<file path="config.mk">
export PLATFORM = sky130hd
export DESIGN_NAME = tmc_top
export DESIGN_NICKNAME = d
export VERILOG_FILES = /design/src/tmc_pkg.sv /design/src/tmc_chan.sv /design/src/tmc_top.sv
export SDC_FILE = /design/constraint.sdc
export NUM_CORES = 1
export LEC_CHECK = 0
export BUFFER_PORTS_ARGS = -buffer_cell sky130_fd_sc_hd__buf_4
export CAP_MARGIN = 20
export CORE_ASPECT_RATIO = 1.1
export CORE_MARGIN = 1
export CORE_UTILIZATION = 60
export DETAILED_ROUTE_END_ITERATION = 7
export GPL_TIMING_DRIVEN = 0
export PLACE_DENSITY_LB_ADDON = 0.2
export SYNTH_ARGS = -nofsm -noshare
export SYNTH_HDL_FRONTEND = slang
export SYNTH_SLANG_ARGS = --single-unit
</file>
<file path="constraint.sdc">
create_clock -name core_clk_in -period 4.5 [get_ports core_clk_in]
set_input_delay 0.225 -clock core_clk_in [delete_from_list [all_inputs] [get_ports core_clk_in]]
set_output_delay 0.225 -clock core_clk_in [all_outputs]
set_load 0.05 [all_outputs]
</file>
<file path="src/tmc_pkg.sv">
/*
 * Package for the timer mode and control block: register offsets, field
 * positions, reset values and clock source codes.
 * Assumes an APB register bus with 32-bit data and one word per register.
 */
package tmc_pkg;
    localparam logic [7:0] TMC_OFS_MODE = 8'h00;
    localparam logic [7:0] TMC_OFS_CTRL = 8'h04;
    localparam logic [7:0] TMC_OFS_COUNT = 8'h08;
    localparam logic [7:0] TMC_OFS_GEN_A = 8'h0C;
    localparam logic [7:0] TMC_OFS_GEN_B = 8'h10;
    localparam logic [7:0] TMC_OFS_GEN_C = 8'h14;
    localparam logic [7:0] TMC_OFS_GEN_D = 8'h18;
    localparam logic [7:0] TMC_OFS_STAT = 8'h1C;
    localparam int TMC_BIT_RUN = 7;
    localparam int TMC_BIT_BUF_B = 5;
    localparam int TMC_BIT_BUF_A = 4;
    localparam int TMC_BIT_PWM_D = 2;
    localparam int TMC_BIT_PWM_C = 1;
    localparam int TMC_BIT_PWM_B = 0;
    localparam int TMC_BIT_CLR_A = 7;
    localparam int TMC_CKS_LSB = 4;
    localparam logic [7:0] TMC_MODE_RSV_MASK = 8'h48;
    localparam logic [7:0] TMC_MODE_RESET = 8'h48;
    localparam logic [7:0] TMC_CTRL_RESET = 8'h00;
    localparam logic [15:0] TMC_GR_RESET = 16'hFFFF;
    localparam logic [2:0] TMC_CKS_EXT = 3'h7;
    localparam logic [2:0] TMC_CKS_SUB1 = 3'h4;
    localparam logic [2:0] TMC_CKS_SUB4 = 3'h5;
    localparam logic [2:0] TMC_CKS_SUB16 = 3'h6;
    localparam int TMC_PRE_W = 4;
endpackage

</file>
<file path="src/tmc_chan.sv">
/*
 * One compare channel: match detect and the output pin level.
 * Assumes the count and register values come from the same clock domain.
 */
`timescale 1ns/1ps
`default_nettype none
module tmc_chan (
    // Clock and reset
    input wire logic core_clk_in,
    input wire logic sys_rst_in,
    // Compare inputs
    input wire logic tick_in,
    input wire logic [15:0] count_in,
    input wire logic [15:0] cmp_in,
    input wire logic [15:0] period_in,
    input wire logic pwm_in,
    input wire logic init_level_in,
    input wire logic init_wr_in,
    // Results
    output logic match_out,
    output logic level_out
);
    always_comb begin
        match_out = tick_in && (count_in == cmp_in);
    end

    // PWM drives high at the period match, low at this channel's match.
    always_ff @(posedge core_clk_in) begin
        if (sys_rst_in) begin
            level_out <= 1'b0;
        end else if (init_wr_in) begin
            level_out <= init_level_in;
        end else if (pwm_in && tick_in && count_in == period_in) begin
            level_out <= 1'b1;
        end else if (match_out) begin
            level_out <= pwm_in ? 1'b0 : ~level_out;
        end
    end
endmodule
`default_nettype wire

</file>
<file path="src/tmc_top.sv">
/*
 * Timer mode and control block: 16-bit counter with four compare channels,
 * clock source selection, buffer pairing and PWM, behind an APB slave.
 * Assumes sub-clock and event inputs are synchronous to core_clk_in.
 */
// The APB register port and the register offsets were left to the implementer.
`timescale 1ns/1ps
`default_nettype none

module tmc_top
    import tmc_pkg::*;
(
    // Clock and reset
    input wire logic core_clk_in,
    input wire logic sys_rst_in,
    // APB slave
    input wire logic psel_in,
    input wire logic penable_in,
    input wire logic pwrite_in,
    input wire logic [7:0] paddr_in,
    input wire logic [31:0] pwdata_in,
    output logic [31:0] prdata_out,
    output logic pready_out,
    output logic pslverr_out,
    // Count sources
    input wire logic sub_clk_in,
    input wire logic external_event_input_in,
    // Channel pins and overflow flag
    output logic [3:0] channel_pin_out,
    output logic overflow_flag_out
);
    import tmc_pkg::*;

    logic [7:0] timer_mode_q;
    logic [7:0] timer_control_q;
    logic [15:0] timer_count_q;
    logic [15:0] gr_q [4];
    logic overflow_q;
    logic [TMC_PRE_W-1:0] pre_q;
    logic sub_q;
    logic ev_q;
    logic [3:0] subdiv_q;
    logic tick;
    logic [3:0] match;
    logic [3:0] level;
    logic [3:0] pwm_sel;
    logic wr_en;
    logic rd_en;
    logic ctrl_wr;
    logic [2:0] cks;
    logic sub_rise;
    logic [3:0] ch_tick;

    assign wr_en = psel_in && penable_in && pwrite_in;
    assign rd_en = psel_in && penable_in && !pwrite_in;
    assign ctrl_wr = wr_en && paddr_in == TMC_OFS_CTRL;
    assign cks = timer_control_q[TMC_CKS_LSB+2:TMC_CKS_LSB];
    assign sub_rise = sub_clk_in && !sub_q;

    // Zero-wait APB: every access completes in its first access cycle.
    always_ff @(posedge core_clk_in) begin
        if (sys_rst_in) begin
            pready_out <= 1'b0;
            pslverr_out <= 1'b0;
        end else begin
            pready_out <= psel_in && !penable_in;
            pslverr_out <= psel_in && !penable_in && paddr_in > TMC_OFS_STAT;
        end
    end

    // Register data is latched in the setup cycle so prdata is a flop.
    always_ff @(posedge core_clk_in) begin
        if (sys_rst_in) begin
            prdata_out <= 32'h0;
        end else if (psel_in && !penable_in && !pwrite_in) begin
            unique case (paddr_in)
                TMC_OFS_MODE: prdata_out <= {24'h0,
                    timer_mode_q | TMC_MODE_RSV_MASK};
                TMC_OFS_CTRL: prdata_out <= {24'h0, timer_control_q};
                TMC_OFS_COUNT: prdata_out <= {16'h0, timer_count_q};
                TMC_OFS_GEN_A: prdata_out <= {16'h0, gr_q[0]};
                TMC_OFS_GEN_B: prdata_out <= {16'h0, gr_q[1]};
                TMC_OFS_GEN_C: prdata_out <= {16'h0, gr_q[2]};
                TMC_OFS_GEN_D: prdata_out <= {16'h0, gr_q[3]};
                TMC_OFS_STAT: prdata_out <= {24'h0, overflow_q, 3'h7,
                    4'h0};
                default: prdata_out <= 32'h0;
            endcase
        end
    end

    always_ff @(posedge core_clk_in) begin
        if (sys_rst_in) begin
            timer_mode_q <= TMC_MODE_RESET;
        end else if (wr_en && pready_out && paddr_in == TMC_OFS_MODE) begin
            timer_mode_q <= pwdata_in[7:0] | TMC_MODE_RSV_MASK;
        end
    end

    always_ff @(posedge core_clk_in) begin
        if (sys_rst_in) begin
            timer_control_q <= TMC_CTRL_RESET;
        end else if (ctrl_wr && pready_out) begin
            timer_control_q <= pwdata_in[7:0];
        end
    end

    // Prescalers for the system clock and the sampled sub-clock.
    always_ff @(posedge core_clk_in) begin
        if (sys_rst_in) begin
            pre_q <= '0;
            sub_q <= 1'b0;
            ev_q <= 1'b0;
            subdiv_q <= 4'h0;
        end else begin
            pre_q <= pre_q + 1'b1;
            sub_q <= sub_clk_in;
            ev_q <= external_event_input_in;
            if (sub_rise) begin
                subdiv_q <= subdiv_q + 4'h1;
            end
        end
    end

    always_comb begin
        unique case (cks)
            3'h0, 3'h1, 3'h2, 3'h3: begin
                // Tick whenever the low code bits of the prescaler are zero.
                tick = (pre_q[2:0] & ((3'h1 << cks[1:0]) - 3'h1)) ==
                    3'h0;
            end
            TMC_CKS_SUB1: tick = sub_rise;
            TMC_CKS_SUB4: tick = sub_rise && subdiv_q[1:0] == 2'h3;
            TMC_CKS_SUB16: tick = sub_rise && subdiv_q == 4'hF;
            TMC_CKS_EXT: tick = external_event_input_in && !ev_q;
        endcase
        tick = tick && timer_mode_q[TMC_BIT_RUN];
    end

    assign pwm_sel = {timer_mode_q[TMC_BIT_PWM_D],
                      timer_mode_q[TMC_BIT_PWM_C],
                      timer_mode_q[TMC_BIT_PWM_B], 1'b0};

    // A buffer register only holds data, so its own channel stops matching.
    assign ch_tick = {tick && !timer_mode_q[TMC_BIT_BUF_B],
                      tick && !timer_mode_q[TMC_BIT_BUF_A],
                      tick, tick};

    genvar gi;
    generate
        for (gi = 0; gi < 4; gi++) begin : g_ch
            tmc_chan u_chan (
                .core_clk_in(core_clk_in),
                .sys_rst_in(sys_rst_in),
                .tick_in(ch_tick[gi]),
                .count_in(timer_count_q),
                .cmp_in(gr_q[gi]),
                .period_in(gr_q[0]),
                .pwm_in(pwm_sel[gi]),
                .init_level_in(pwdata_in[gi]),
                .init_wr_in(ctrl_wr && pready_out),
                .match_out(match[gi]),
                .level_out(level[gi])
            );
        end
    endgenerate

    always_ff @(posedge core_clk_in) begin
        if (sys_rst_in) begin
            timer_count_q <= 16'h0;
        end else if (wr_en && pready_out && paddr_in == TMC_OFS_COUNT) begin
            timer_count_q <= pwdata_in[15:0];
        end else if (tick) begin
            if (timer_control_q[TMC_BIT_CLR_A] && match[0]) begin
                timer_count_q <= 16'h0;
            end else begin
                timer_count_q <= timer_count_q + 16'h1;
            end
        end
    end

    // Hardware set wins over a software clear in the same cycle.
    always_ff @(posedge core_clk_in) begin
        if (sys_rst_in) begin
            overflow_q <= 1'b0;
        end else if (tick && timer_count_q == 16'hFFFF) begin
            overflow_q <= 1'b1;
        end else if (wr_en && pready_out && paddr_in == TMC_OFS_STAT &&
                     !pwdata_in[7]) begin
            overflow_q <= 1'b0;
        end
    end

    // Software writes win over buffer transfers in the same cycle.
    always_ff @(posedge core_clk_in) begin
        if (sys_rst_in) begin
            for (int i = 0; i < 4; i++) begin
                gr_q[i] <= TMC_GR_RESET;
            end
        end else begin
            if (timer_mode_q[TMC_BIT_BUF_A] && match[0]) begin
                gr_q[0] <= gr_q[2];
            end
            if (timer_mode_q[TMC_BIT_BUF_B] && match[1]) begin
                gr_q[1] <= gr_q[3];
            end
            if (wr_en && pready_out) begin
                unique case (paddr_in)
                    TMC_OFS_GEN_A: gr_q[0] <= pwdata_in[15:0];
                    TMC_OFS_GEN_B: gr_q[1] <= pwdata_in[15:0];
                    TMC_OFS_GEN_C: gr_q[2] <= pwdata_in[15:0];
                    TMC_OFS_GEN_D: gr_q[3] <= pwdata_in[15:0];
                    default: ;
                endcase
            end
        end
    end

    // In buffer mode C and D match nothing on their pins; they only hold data.
    always_ff @(posedge core_clk_in) begin
        if (sys_rst_in) begin
            channel_pin_out <= 4'h0;
            overflow_flag_out <= 1'b0;
        end else begin
            channel_pin_out <= level;
            overflow_flag_out <= overflow_q;
        end
    end
endmodule
`default_nettype wire

</file>
; Word level (Yosys, flattened, before mapping)
; Memory sizes are Yosys's and may differ from the RTL's.
; Cells that the tools add are included.
[totals]
regBits = 84
ramBits = 64
inputBits = 47
out_inout_bits = 39
elab_cells = 157
mem_count = 1
[mem_list]
columns = name, words, word_bits, rd, rd_ports_with_merged_regs, write_ports, line_no
row1 = gr_q, 4, 16, 4, 0, 4, tmc_top.sv:37  ; logic [15:0] gr_q [4];
[classes]
n_addsub = 4
order_cmp = 1
eq_ne = 21
n_shift = 1
muxes = 51
bitwise_logic = 11
reduce_logical = 50
[op_table]
columns = op, n
row1 = $mux W16, 9
row2 = $pmux W16 S8, 1
row3 = $eq A16 B16 Y1, 4
row4 = $mux W1, 40
row5 = $logic_and A1 B1 Y1, 33
row6 = $eq A8 B5 Y1 const B, 4
row7 = $add A16 B1 Y16 const B, 1
row8 = $eq A16 B16 Y1 const B, 1
row9 = $eq A8 B4 Y1 const B, 2
row10 = $eq A3 B3 Y1 const B, 4
row11 = $reduce_bool A3 Y1, 3
row12 = $add A4 B1 Y4 const B, 2
row13 = $eq A8 B3 Y1 const B, 1
row14 = $gt A8 B5 Y1 const B, 1
row15 = $logic_not A8 Y1, 1
row16 = $logic_not A1 Y1, 7
row17 = $eq A3 B2 Y1 const B, 2
row18 = $logic_not A3 Y1, 2
row19 = $or A1 B1 Y1, 6
row20 = $reduce_bool A2 Y1, 3
row21 = $pmux W1 S5, 1
row22 = $eq A4 B4 Y1 const B, 1
row23 = $not A1 Y1, 4
row24 = $reduce_or A4 Y1, 1
row25 = 5 further kinds, 5

; Longest topological paths before layout
[depth]
depth_word = 13
ltp_mapped = 9
mapped_depth_nobuf = 7

; Cells and area by module
; A second synthesis with hierarchy kept.
[hier_totals]
hier_cells = 885
area_unflattened_um2 = 8130.3
[modules_own_cells]
columns = mod, n_inst, cells_per_inst, area_each_um2, seq_area_each_um2
row1 = tmc_top, 1, 649, 6233.5, 3183.1
row2 = tmc_chan, 4, 59, 474.2, 20.0

; Worst setup path after synthesis
; Ideal clock, no wire load.
[synth_timing]
path_kind = register -> register
start = register pready_out
end = memory gr_q[3][0] (enable)
setup_ps = 411
t_arrival_ps = 2590
t_required_ps = 4089
setup_slack_ps = 1499
path_stages_with_launch = 4
n_path_buf = 0
period_less_slack_ps = 3001
path_cell_list = dfxtp_1 nand4_1 or4_1 o21ai_0
[synth_rtl]
columns = item, line_no
row1 = start: declaration, tmc_top.sv:23  ; output logic pready_out,
row2 = start signal: assignment, tmc_top.sv:66  ; pready_out <= psel_in && !penable_in;
row3 = end: declaration, tmc_top.sv:37

==> out/qor_table.md <==
| Parameter | Reported |
|---|---|
| Layout Cell Area excl Fill | 8320 sq um |
| Pwr per Cell Area | 358 nW/um^2 |
| Worst-path maximum fanout | 16 |
| NumNets Final | 873 |
| Max Clock Freq | 319 MHz |
| Htree depth | 4 |
| Final setup violation count | 0 |
| Clock buffers created by TritonCTS | 17 |
| Post-DR vias/cell | 6.34 |
| Max-cap violations | 0 |
| Iter 0 DRT Violations | 708 |
| Min cycle time layout | 3.13 ns |
| Slew of the pin with the lowest slew margin | 1.06 ns |
| Area contributors post-synth | sky130_fd_sc_hd__edfxtp_1 27%, sky130_fd_sc_hd__dfxtp_1 19%, sky130_fd_sc_hd__xor2_1 6.3% |
| Worst-Skew Late Latency | 0.44 ns |
| Floorplan core area | 11500 sq um |
| Utilization after layout | 72.4% |
| Clock Skew | 0.00861 ns |
| Number of flip-flops and latches in the synthesized netlist | 131 |
| Row count | 41 |
| Total number of vias | 6250 |
| List of most frequent post-synthesis cells | 68 x sky130_fd_sc_hd__nand2_1, 67 x sky130_fd_sc_hd__dfxtp_1, 64 x sky130_fd_sc_hd__edfxtp_1, 54 x sky130_fd_sc_hd__nor2_1, 51 x sky130_fd_sc_hd__xor2_1 |
| Fin worst setup slack | 1.37 ns |
| Class of the tightest hold or removal check | in -> reg |
| Ports | 86 |
| Setup repair bufs after CTS | 0 |
| RePlAce Congestion | 0.972 |
| Portion of the clock cycle consumed by the worst path in the final layout | 69.6% |
| Detailed Route WL | 21.8 mm |
| Library cell occupying the most area in the post-synthesis netlist | sky130_fd_sc_hd__edfxtp_1 |
| Register area share after synthesis | 46.2% |
| Starting utilization of the core area | 61.5% |
| Drt wl/cell | 22.1 microns |
| Number of global-route vias before repair | 5841 |
| Setup slack after placement | 1.38 ns |
| Worst slew slack as a fraction of its limit | 28.8% |
| Most instantiated library cell after synthesis | sky130_fd_sc_hd__nand2_1 |
| Final-layout worst hold slack | 0.0167 ns |
| Placement-stage cell area | 7720 sq um |
| Fraction of final layout cells sized beyond drive strength 1 | 14.4% |
| Unique masters post-synth | 63 |
| Type of destination of the critical path | register |
| Maximum number of buffers from clock root to sink | 2 |
| Most frequently used flop master after synthesis | sky130_fd_sc_hd__dfxtp_1 |
| Number of buffers inserted by port buffering | 51 |
| Global routing usage summed across all routing layers | 36.8% |
| Synthesis-to-finish area growth | 17.7% |
| Maximum number of pins on one net before global-route repair | 17 |
| Share of flip-flops with an asynchronous set or reset | 0% |
| Area of the die | 12200 sq um |
| Final hold vios | 0 |
| Post-cts repair resize count | 0 |
| RSZ-0062 raised after global routing | no |
| Initial antenna violation count | 1 |
| Post-DP HPWL | 15.9 mm |
| Number of enable-type register cells in the synthesized netlist | 64 |
| Filler cell count | 902 |
| Data required time at the worst endpoint | 4.56 ns |
| Clk sink count | 131 |
| Category of the most critical setup path | reg -> reg |
| Global-route wire length before repair | 32.8 mm |
| ANT nets after route | 0 |
| Die Wd | 105 microns |
| Worst-path clk slew | 0.06 ns |
| Overall overflow remaining after global route | 0 |
| Antenna diode count | 0 |
| CTS root buffer | sky130_fd_sc_hd__clkbuf_16 |
| Router iterations before antenna repair | 8 |
| # DRC | 5 |
| Setup tns final | 0 ns |
| Static leakage | 2.93 nW |
| Overall die height | 116 microns |
| Avg Synthesized Cell Area | 9.63 sq um |
| Worst vdd rail ir drop | 247 uV |
| Max-slew violation total from the final report | 0 |
| Fraction of synthesized cell area taken by the top area cell type | 27.2% |
| Synthesis warning total | 0 |
| Violations in the final reports | design-rule violations |
| CTS tree | built |
| Number of instances in the synthesized netlist | 734 |
| CP Launch Type | register |
| Run status | finished with violations |
| Combined area of all synthesized cells | 7070 sq um |
| Quantity of hold-fixing buffers added after cts | 0 |
| Arr. time, crit path | 3.19 ns |
[flip-flops by register name, summed over array words and instances, names as in the netlist]
name / count
overflow_q: 1
channel_pin_out: 4
gr_q: 64
overflow_flag_out: 1
subdiv_q: 4
g_ch.u_chan.level_out: 4
pre_q: 3
timer_control_q: 8
timer_count_q: 16
timer_mode_q: 6
pready_out: 1
prdata_out: 16
ev_q: 1
sub_q: 1
pslverr_out: 1
[cells by family after synthesis]
logic type                 count (synthesis)  synth area share (%)
other                                      1                0.0531
buffers and inverters                     80                  5.31
and+or+nand+nor                          251                  18.0
AOI/OAI and AO/OA                        170                  16.7
muxes                                     27                  4.39
xor gates and xnor gates                  71                  8.80
DFF                                      131                  46.2
adders and majority gates                  3                 0.531
[through the flow]
| stage | total power, mW | instances |
|---|---|---|
| after floorplan | 1.52 | 749 |
| after global placement | 1.62 | 950 |
| after detailed placement | 1.62 | 952 |
| after CTS | 2.97 | 984 |
| after global routing | 3.05 | 986 |
| final | 2.98 | 986 |
[cells in the final DEF, fill, tap and decap left out, drive strengths merged, types with 20 or more instances in the layout]
cell / n
a21oi: 38
buf: 79
clkbuf: 67
dfxtp: 67
edfxtp: 64
mux2i: 22
nand2: 68
nand2b: 37
nor2: 55
o21ai: 41
o22a: 34
xnor2: 20
xor2: 51
[report_power, final]
part / internal, mW / switching [mW]
sequential: 1.28 / 0.0230
combinational: 0.106 / 0.200
clock: 0.851 / 0.521
[per-layer routing]
| metal | vias up | GRT usage [%] | share of wire (%) |
|---|---|---|---|
| met1 | 2948 | 45.8 | 38 |
| met2 | 416 | 60.4 | 47 |
| li1 | 2811 | - | - |
| met5 | - | 0 | 0 |
| met3 | 75 | 9.06 | 10 |
| met4 | 0 | 17.9 | 4.3 |
[worst paths after layout]
check / from / slack [ns] / to / depth (start not counted)
worst max-delay path: timer_count_q[14] / 1.37 / gr_q[0][12] / 7
worst min-delay path: external_event_input_in / 0.02 / ev_q / 2
worst max register to register: timer_count_q[14] / 1.37 / gr_q[0][12] / 7
worst min register to register: timer_control_q[0] / 0.45 / timer_control_q[0] / 2
[critical path, stage by stage (launching register included)]
cell,delay [ns]
sky130_fd_sc_hd__dfxtp_1,0.30
sky130_fd_sc_hd__clkbuf_1,0.45
sky130_fd_sc_hd__xor2_1,0.18
sky130_fd_sc_hd__nor4_1,0.39
sky130_fd_sc_hd__nand4_1,0.28
sky130_fd_sc_hd__nor2_1,0.42
sky130_fd_sc_hd__nand2_1,0.11
sky130_fd_sc_hd__nand2_1,0.61
[area by class of cell]
cell class                 count  area [sq um]  share of cell area (%)
buffer                        67           327                    3.93
clock buffer                  24           514                    6.18
clock inverter                 8          71.3                   0.857
inverter                      13          48.8                   0.587
multi-input combinational    538          3490                    41.9
sequential                   131          3260                    39.2
tap                          150           188                    2.26
timing repair buffer          55           420                    5.05
Note: power is estimated with default switching activity, not from simulation.
